--- src/core/swr_regs.svh ---
`ifndef SWR_REGS_SVH
`define SWR_REGS_SVH

// ****************************************
// selection commands
// ****************************************
`define SWR_CMD_READ_ID     8'h33
`define SWR_CMD_MATCH       8'h55
`define SWR_CMD_SEARCH      8'hf0
`define SWR_CMD_SKIP        8'hcc
`define SWR_CMD_RESUME      8'ha5
`define SWR_CMD_FAST_SKIP   8'h3c
`define SWR_CMD_FAST_MATCH  8'h69

// ****************************************
// sizes
// ****************************************
`define SWR_ID_BITS         64
`define SWR_ID_LAST         6'h3f
`define SWR_CMD_LAST        6'h07
`define SWR_PH_DEV_TRUE     2'h0
`define SWR_PH_DEV_COMP     2'h1
`define SWR_PH_HOST_SEL     2'h2

// ****************************************
// timing, in ns and us, then cycles (least times round up)
// ****************************************
`define SWR_CLK_NS          10
`define SWR_CYC(us)         ((((us) * 1000) + `SWR_CLK_NS - 1) / `SWR_CLK_NS)
`define SWR_RST_LONG_US     480
`define SWR_RST_FAST_US     48
`define SWR_SAMPLE_STD_US   30
`define SWR_SAMPLE_FAST_US  3
`define SWR_RD_LOW_STD_US   30
`define SWR_RD_LOW_FAST_US  3
`define SWR_PDH_STD_US      15
`define SWR_PDH_FAST_US     2
`define SWR_PDL_STD_US      40
`define SWR_PDL_FAST_US     8
`define SWR_REC_STD_US      5
`define SWR_REC_FAST_US     2
`define SWR_CNT_MAX         16'hffff

`endif

--- src/core/swr_pkg.sv ---
package swr_pkg;

   typedef logic [15:0] swr_cnt_t;

   typedef enum logic [2:0] {
      SWR_SL_IDLE  = 3'b000,
      SWR_SL_LOW   = 3'b001,
      SWR_SL_PDH   = 3'b010,
      SWR_SL_PDL   = 3'b011,
      SWR_SL_REC   = 3'b100
   } swr_slot_e;

   typedef enum logic [2:0] {
      SWR_RS_WAIT   = 3'b000,
      SWR_RS_CMD    = 3'b001,
      SWR_RS_RDID   = 3'b010,
      SWR_RS_MATCH  = 3'b011,
      SWR_RS_SEARCH = 3'b100,
      SWR_RS_MEM    = 3'b101
   } swr_rom_e;

   typedef struct packed {
      swr_slot_e st;
      swr_cnt_t  cnt;
      logic      drv;
      logic      bit_vld;
      logic      bit_val;
      logic      rst_pls;
      logic      rst_long;
   } swr_slot_s;

   typedef struct packed {
      swr_rom_e   st;
      logic [5:0] bitn;
      logic [1:0] ph;
      logic [7:0] sh;
      logic       fast_match;
      logic       fast_prev;
      logic       fast;
      logic       resume;
      logic       mem_vld;
      logic       mem_bit;
      logic       bus_rst;
      logic       drop;
   } swr_rom_s;

endpackage

--- src/core/swr_rom.sv ---
`timescale 1ns/10ps
`include "swr_regs.svh"

// How it works
// - search: true bit, complement, host bit, lsb first
// - search mismatch drops out until next reset
// - skip goes straight to memory functions
// - resume enters memory only if flag set
// - flag set only by match, search, fast match
// - flag cleared when another device is addressed
// - fast skip sets speed flag, enters memory
// - reset of 480 us returns standard speed
// - fast match: 64 bits at fast speed
// - fast device failing fast match stays fast
// - short fast reset keeps fast speed
// - standard timing unless a command set fast
// - master makes every fall except presence
// - presence after delay, held for low time
// - one bit per slot, timer from fall
// - recovery time needed before next slot
// - read zero pulls low, read one releases
// - match: 64 bits, only exact device answers
// - read identity: family, serial, crc
// - reset, presence, selection, memory, data
module swr_rom #(
   parameter swr_pkg::swr_cnt_t P_RST_LONG_CYC = 16'(`SWR_CYC(`SWR_RST_LONG_US)),
   parameter swr_pkg::swr_cnt_t P_RST_FAST_CYC = 16'(`SWR_CYC(`SWR_RST_FAST_US))
) (
   input wire logic i_clk_sys,
   input wire logic i_rst,
   input wire logic i_line_in,
   output logic o_line_out,
   output logic o_line_oe_n,
   input wire logic [63:0] i_rom_id,
   input wire logic i_mem_tx_en,
   input wire logic i_mem_tx_bit,
   output logic o_mem_active,
   output logic o_mem_bit_vld,
   output logic o_mem_bit,
   output logic o_bus_reset,
   output logic o_fast_speed_flag,
   output logic o_resume_flag,
   output logic o_search_drop
);
   import swr_pkg::*;

   swr_rom_s q, d;
   logic drive;
   logic bit_vld;
   logic bit_val;
   logic rst_pls;
   logic rst_long;
   logic tx_en;
   logic tx_bit;
   logic id_bit;
   logic [7:0] cmd;

   // ****************************************
   // bit level slot timing
   // ****************************************
   swr_slot #(
      .P_RST_LONG_CYC(P_RST_LONG_CYC),
      .P_RST_FAST_CYC(P_RST_FAST_CYC)
   ) u_slot (
      .i_clk_sys(i_clk_sys),
      .i_rst(i_rst),
      .i_line(i_line_in),
      .i_fast(q.fast),
      .i_tx_en(tx_en),
      .i_tx_bit(tx_bit),
      .o_drive(drive),
      .o_bit_vld(bit_vld),
      .o_bit_val(bit_val),
      .o_rst_pls(rst_pls),
      .o_rst_long(rst_long)
   );

   // open drain: only ever pulls low
   assign o_line_out = 1'b0;
   assign o_line_oe_n = !drive;

   // ****************************************
   // what the next read slot carries
   // ****************************************
   assign id_bit = i_rom_id[q.bitn];
   assign cmd = {bit_val, q.sh[7:1]};

   always_comb begin
      tx_en = 1'b0;
      tx_bit = 1'b1;
      unique case (q.st)
         SWR_RS_RDID: begin
            tx_en = 1'b1;
            tx_bit = id_bit;
         end
         SWR_RS_SEARCH: begin
            if (q.ph == `SWR_PH_DEV_TRUE) begin
               tx_en = 1'b1;
               tx_bit = id_bit;
            end else if (q.ph == `SWR_PH_DEV_COMP) begin
               tx_en = 1'b1;
               tx_bit = !id_bit;
            end
         end
         SWR_RS_MEM: begin
            tx_en = i_mem_tx_en;
            tx_bit = i_mem_tx_bit;
         end
         default: begin
            tx_en = 1'b0;
         end
      endcase
   end

   // ****************************************
   // selection sequencer
   // ****************************************
   always_comb begin
      d = q;
      d.mem_vld = 1'b0;
      d.bus_rst = 1'b0;
      d.drop = 1'b0;
      if (rst_pls) begin
         // every transaction restarts from reset and presence
         d.st = SWR_RS_CMD;
         d.bitn = 6'h00;
         d.ph = `SWR_PH_DEV_TRUE;
         d.bus_rst = 1'b1;
         if (rst_long) begin
            d.fast = 1'b0;
         end
      end else if (bit_vld) begin
         unique case (q.st)
            SWR_RS_WAIT: begin
               d.st = SWR_RS_WAIT;
            end
            SWR_RS_CMD: begin
               d.sh = cmd;
               d.bitn = q.bitn + 6'h01;
               if (q.bitn == `SWR_CMD_LAST) begin
                  d.bitn = 6'h00;
                  d.st = SWR_RS_WAIT;
                  unique case (cmd)
                     `SWR_CMD_READ_ID: begin
                        d.st = SWR_RS_RDID;
                     end
                     `SWR_CMD_MATCH: begin
                        d.st = SWR_RS_MATCH;
                        d.fast_match = 1'b0;
                     end
                     `SWR_CMD_FAST_MATCH: begin
                        // identity arrives at fast speed; old speed kept for a miss
                        d.st = SWR_RS_MATCH;
                        d.fast_match = 1'b1;
                        d.fast_prev = q.fast;
                        d.fast = 1'b1;
                     end
                     `SWR_CMD_SEARCH: begin
                        d.st = SWR_RS_SEARCH;
                        d.ph = `SWR_PH_DEV_TRUE;
                     end
                     `SWR_CMD_SKIP: begin
                        d.st = SWR_RS_MEM;
                     end
                     `SWR_CMD_RESUME: begin
                        d.st = q.resume ? SWR_RS_MEM : SWR_RS_WAIT;
                     end
                     `SWR_CMD_FAST_SKIP: begin
                        d.st = SWR_RS_MEM;
                        d.fast = 1'b1;
                     end
                     default: begin
                        d.st = SWR_RS_WAIT;
                     end
                  endcase
               end
            end
            SWR_RS_RDID: begin
               d.bitn = q.bitn + 6'h01;
               if (q.bitn == `SWR_ID_LAST) begin
                  d.st = SWR_RS_MEM;
               end
            end
            SWR_RS_MATCH: begin
               d.bitn = q.bitn + 6'h01;
               if (bit_val != id_bit) begin
                  // someone else is being addressed
                  d.st = SWR_RS_WAIT;
                  d.resume = 1'b0;
                  if (q.fast_match) begin
                     d.fast = q.fast_prev;
                  end
               end else if (q.bitn == `SWR_ID_LAST) begin
                  d.st = SWR_RS_MEM;
                  d.resume = 1'b1;
               end
            end
            SWR_RS_SEARCH: begin
               unique case (q.ph)
                  `SWR_PH_DEV_TRUE: begin
                     d.ph = `SWR_PH_DEV_COMP;
                  end
                  `SWR_PH_DEV_COMP: begin
                     d.ph = `SWR_PH_HOST_SEL;
                  end
                  default: begin
                     d.ph = `SWR_PH_DEV_TRUE;
                     d.bitn = q.bitn + 6'h01;
                     if (bit_val != id_bit) begin
                        d.st = SWR_RS_WAIT;
                        d.drop = 1'b1;
                        d.resume = 1'b0;
                     end else if (q.bitn == `SWR_ID_LAST) begin
                        d.st = SWR_RS_MEM;
                        d.resume = 1'b1;
                     end
                  end
               endcase
            end
            SWR_RS_MEM: begin
               d.mem_vld = 1'b1;
               d.mem_bit = bit_val;
            end
            default: begin
               d.st = SWR_RS_WAIT;
            end
         endcase
      end
   end

   // ****************************************
   // state register
   // ****************************************
   always_ff @(posedge i_clk_sys) begin
      if (i_rst) begin
         q <= '0;
      end else begin
         q <= d;
      end
   end

   assign o_mem_active = (q.st == SWR_RS_MEM);
   assign o_mem_bit_vld = q.mem_vld;
   assign o_mem_bit = q.mem_bit;
   assign o_bus_reset = q.bus_rst;
   assign o_fast_speed_flag = q.fast;
   assign o_resume_flag = q.resume;
   assign o_search_drop = q.drop;

endmodule

--- src/core/swr_slot.sv ---
`timescale 1ns/10ps
`include "swr_regs.svh"

module swr_slot #(
   parameter swr_pkg::swr_cnt_t P_RST_LONG_CYC = 16'(`SWR_CYC(`SWR_RST_LONG_US)),
   parameter swr_pkg::swr_cnt_t P_RST_FAST_CYC = 16'(`SWR_CYC(`SWR_RST_FAST_US))
) (
   input wire logic i_clk_sys,
   input wire logic i_rst,
   input wire logic i_line,
   input wire logic i_fast,
   input wire logic i_tx_en,
   input wire logic i_tx_bit,
   output logic o_drive,
   output logic o_bit_vld,
   output logic o_bit_val,
   output logic o_rst_pls,
   output logic o_rst_long
);
   import swr_pkg::*;

   swr_slot_s q, d;
   swr_cnt_t t_sample, t_rdlow, t_pdh, t_pdl, t_rec, t_rst;

   // ****************************************
   // speed dependent limits
   // ****************************************
   always_comb begin
      t_sample = i_fast ? 16'(`SWR_CYC(`SWR_SAMPLE_FAST_US)) : 16'(`SWR_CYC(`SWR_SAMPLE_STD_US));
      t_rdlow = i_fast ? 16'(`SWR_CYC(`SWR_RD_LOW_FAST_US)) : 16'(`SWR_CYC(`SWR_RD_LOW_STD_US));
      t_pdh = i_fast ? 16'(`SWR_CYC(`SWR_PDH_FAST_US)) : 16'(`SWR_CYC(`SWR_PDH_STD_US));
      t_pdl = i_fast ? 16'(`SWR_CYC(`SWR_PDL_FAST_US)) : 16'(`SWR_CYC(`SWR_PDL_STD_US));
      t_rec = i_fast ? 16'(`SWR_CYC(`SWR_REC_FAST_US)) : 16'(`SWR_CYC(`SWR_REC_STD_US));
      t_rst = i_fast ? P_RST_FAST_CYC : P_RST_LONG_CYC;
   end

   // ****************************************
   // slot engine
   // ****************************************
   always_comb begin
      d = q;
      d.bit_vld = 1'b0;
      d.rst_pls = 1'b0;
      if (q.cnt != `SWR_CNT_MAX) begin
         d.cnt = q.cnt + 16'h0001;
      end
      unique case (q.st)
         SWR_SL_IDLE: begin
            d.cnt = 16'h0000;
            if (!i_line) begin
               // timer starts at the master's falling edge
               d.st = SWR_SL_LOW;
               d.drv = i_tx_en && !i_tx_bit;
            end
         end
         SWR_SL_LOW: begin
            if (q.drv && q.cnt >= t_rdlow) begin
               d.drv = 1'b0;
            end
            if (q.cnt == t_sample) begin
               d.bit_val = i_line;
            end
            // a write-one rises long before the sample point, so the slot is held up to it
            if (i_line && !q.drv && q.cnt > t_sample) begin
               d.cnt = 16'h0000;
               if (q.cnt >= t_rst) begin
                  d.st = SWR_SL_PDH;
                  d.rst_pls = 1'b1;
                  d.rst_long = q.cnt >= P_RST_LONG_CYC;
               end else begin
                  // bit handed on only once the low proved not to be a reset
                  d.bit_vld = 1'b1;
                  d.st = SWR_SL_REC;
               end
            end
         end
         SWR_SL_PDH: begin
            if (q.cnt >= t_pdh) begin
               d.st = SWR_SL_PDL;
               d.drv = 1'b1;
               d.cnt = 16'h0000;
            end
         end
         SWR_SL_PDL: begin
            if (q.cnt >= t_pdl) begin
               d.st = SWR_SL_REC;
               d.drv = 1'b0;
               d.cnt = 16'h0000;
            end
         end
         SWR_SL_REC: begin
            // an early falling edge restarts the wait; master must honour recovery
            if (!i_line) begin
               d.cnt = 16'h0000;
            end else if (q.cnt >= t_rec) begin
               d.st = SWR_SL_IDLE;
            end
         end
         default: begin
            d.st = SWR_SL_IDLE;
         end
      endcase
   end

   always_ff @(posedge i_clk_sys) begin
      if (i_rst) begin
         q <= '0;
      end else begin
         q <= d;
      end
   end

   assign o_drive = q.drv;
   assign o_bit_vld = q.bit_vld;
   assign o_bit_val = q.bit_val;
   assign o_rst_pls = q.rst_pls;
   assign o_rst_long = q.rst_long;

endmodule

--- config.mk ---
export PLATFORM = sky130hd
export DESIGN_NAME = swr_rom
export DESIGN_NICKNAME = d
export VERILOG_FILES = /design/src/core/swr_pkg.sv /design/src/core/swr_rom.sv /design/src/core/swr_slot.sv
export VERILOG_INCLUDE_DIRS = /design/src /design/src/core
export SDC_FILE = /design/constraint.sdc
export NUM_CORES = 1
export LEC_CHECK = 0
export BUFFER_PORTS_ARGS = -buffer_cell sky130_fd_sc_hd__buf_4
export CAP_MARGIN = 40
export CORE_AREA = 8 8 74 140
export DETAILED_ROUTE_END_ITERATION = 16
export DIE_AREA = 0 0 82 148
export GPL_TIMING_DRIVEN = 0
export PLACE_DENSITY = 0.67
export SLEW_MARGIN = 0
export SYNTH_ARGS = -nofsm -noshare
export SYNTH_HDL_FRONTEND = slang
export SYNTH_HIERARCHICAL = 1
export SYNTH_SLANG_ARGS = --single-unit
--- constraint.sdc ---
create_clock -name i_clk_sys -period 4.49 [get_ports i_clk_sys]
set_input_delay 0.6735 -clock i_clk_sys [delete_from_list [all_inputs] [get_ports i_clk_sys]]
set_output_delay 0.6735 -clock i_clk_sys [all_outputs]
set_load 0.02 [all_outputs]
==> metrics.md <==
| Metric | Value |
|---|---|
| Outcome | completed |
| Synth-to-layout area growth | 22.3% |
| ANT nets after route | 0 |
| Share of cells above drive strength 1 | 20.1% |
| Fin. Hold Viols | 0 |
| Core footprint | 8530 um2 |
| CP max FO | 10 |
| Post-CTS Resized | 0 |
| RSZ-0062 raised after global routing | false |
| Postcts setup bufs | 0 |
| Rows | 48 |
| Share of synthesized registers carrying an async set or reset | 0% |
| Crit end category | flop |
| Maximum VDD drop | 0.000223 V |
| Port buffer count | 75 |
| Synth Cell Area | 3740 um2 |
| Post-synth top area cell | dfxtp_1 |
| Ports | 78 |
| Fill cells | 802 |
| First-pass GRT wire length | 18100 um |
| CP Class | flop to flop |
| Max transition margin | 38.6% |
| Setup crit end | q[24] |
| Routability cong. | 0.918 |
| Routed WL | 11300 um |
| Sink Count | 50 |
| Vias in the first global route | 3890 |
| Max-cap viol count | 0 |
| Power Dens Cells | 205 nW/um2 |
| Largest net degree at the start of global routing | 16 |
| FF-to-FF path depth | 10 |
| Setup violations, final | 0 |
| Initial antenna violation count | 0 |
| Worst-Margin Slew | 913 ps |
| Fmax | 300 MHz |
| R2r setup slk | 1160 ps |
| Via density | 5.88 |
| Biggest register | u_slot/q |
| Largest register FFs | 19 |
| Flops & latches, synth | 50 |
| CP startpoint kind | flop |
| Number of iterations in the first detailed-routing pass | 4 |
| Die W | 82 um |
| Worst hold start | u_slot/o_rst_long |
| Min Tclk post-route | 3330 ps |
| Worst hold slack | 488 ps |
| TritonCTS buffer count | 5 |
| Top_reg_cell synth | dfxtp_1 |
| Post-DP HPWL | 9280 um |
| CP required | 4670 ps |
| Synth area leaders | dfxtp_1, mux2i_1, mux4_2 |
| Static leakage | 1.76 nW |
| Final TNS setup | 0 ps |
| CTS clk-pin slew, worst paths | 70 ps |
| Register area share after synthesis | 26.7% |
| Critical Path Source | q[20] |
| Reg2Reg Launch Point | q[20] |
| Clock skew | 6.04 ps |
| Most frequent cells after synthesis | dfxtp_1, nor2_1, nand2_1 |
| Via Count | 3714 |
| Distinct cells, synth | 62 |
| RR Endpoint | q[24] |
| Root buffer cell | clkbuf_16 |
| Wire length per cell | 17.9 um |
| Syn nets | 534 |
| Diode count | 0 |
| CTS max path bufs | 2 |
| Final-report max-slew violation count | 0 |
| Mapped Cells | 449 |
| Post-synth EDFFs | 0 |
| Tightest Hold Check Type | flop to flop |
| CTS tree | yes |
| Clock Latency Late Sink | 290 ps |
| Syn avg cell area | 8.34 um2 |
| Gr usage total | 18.7% |
| H-Tree Level Count | 2 |
| Post-synth top area share | 26.7% |
| Nets | 616 |
| Die height | 148 um |
| Post-CTS Hold Fix Bufs | 0 |
| Initial DRC count | 147 |
| Initial core utilization | 43.9% |
| DRC viols | 0 |
| Grt ovf | 0 |
| YS warnings | 6 |
| Most common cell in the synthesized netlist | dfxtp_1 |
| Die Footprint | 12100 um2 |
| Crit share post-route | 74.2% |
| Final instance area | 4580 um2 |
| Placed Area | 4430 um2 |
| Critical Path AT | 3520 ps |
==> placed cells by master (no fill, tap or decap), drive strengths merged, types with 9 or more instances in the layout <==
cell / instances
nor2b: 9
mux2i: 28
o21ai: 13
inv: 12
nand2: 34
nor2: 48
ha: 16
dfxtp: 50
buf: 85
nand3: 14
nand4: 9
nand2b: 11
xor2: 12
nor3: 14
clkbuf: 25
mux4: 10
a21oi: 23
==> routing by layer <==
layer	vias to the layer above	routed length (um)	global-route usage, %
li1	1822	-	-
met1	1730	3720	15.8
met2	131	6350	37.9
met3	31	781	3.28
met4	0	436	9.29
met5	-	0	0
==> per-stage QoR <==
| stage | utilization (%) | setup WS [ps] | total power [mW] | cells |
|---|---|---|---|---|
| final | 53.7 | 1160 | 0.938 | 632 |
| after global routing | 53.7 | 971 | 0.968 | 632 |
| after CTS | 53.7 | 1190 | 0.950 | 632 |
| after detailed placement | 52.0 | 1170 | 0.565 | 624 |
| after global placement | 52.0 | 1170 | 0.562 | 624 |
| after floorplan | - | 1580 | 0.506 | 449 |
==> logic make-up (layout without fill, tap and decap cells) <==
family	count (synthesis)	count (layout)	synth area share (%)
other	1	1	0.100
adder cells (fa/ha/maj)	16	16	5.35
buffers and inverters	40	123	4.61
flip-flops	50	50	26.7
AND/OR/NAND/NOR	196	196	28.4
multiplexers	39	39	13.8
AO/OA/AOI/OAI	89	89	16.7
XOR/XNOR	18	18	4.21
==> area by class of cell <==
cell class              count  area (um2)  share of cell area [%]
multi-input cells         359        2570                    56.1
repair buffers             75         563                    12.3
flip-flops and latches     50        1000                    21.9
well taps                 100         125                    2.73
clock inverters             1        5.00                   0.109
inverters                  12        45.0                   0.984
clock buffers               7         143                    3.11
plain buffers              28         128                    2.79
==> worst min path at each step <==
stage	cells past startpoint	slack (ps)	endpoint
2_1_floorplan	1	460	u_slot/o_rst_long
3_3_place_gp	1	480	u_slot/o_rst_long
3_5_place_dp	1	480	u_slot/o_rst_long
4_1_cts	1	490	u_slot/o_rst_long
5_1_grt	1	500	u_slot/o_rst_long
6_report	1	490	u_slot/o_rst_long
==> power breakdown <==
part | internal (mW) | leakage, nW | switching [mW]
logic | 0.0633 | 1.29 | 0.0430
registers | 0.446 | 0.403 | 0.00253
clock network | 0.221 | 0.0739 | 0.162
==> worst max-delay path, stage by stage (launching register included) <==
cell	delay, ps
dfxtp_1	310
buf_2	220
buf_1	590
nand2_1	100
nor4_1	720
nand2b_1	230
nand2_1	110
o21a_1	190
nor2_1	200
o311ai_0	220
o31a_1	330
Power figures use the tool's default switching activity.
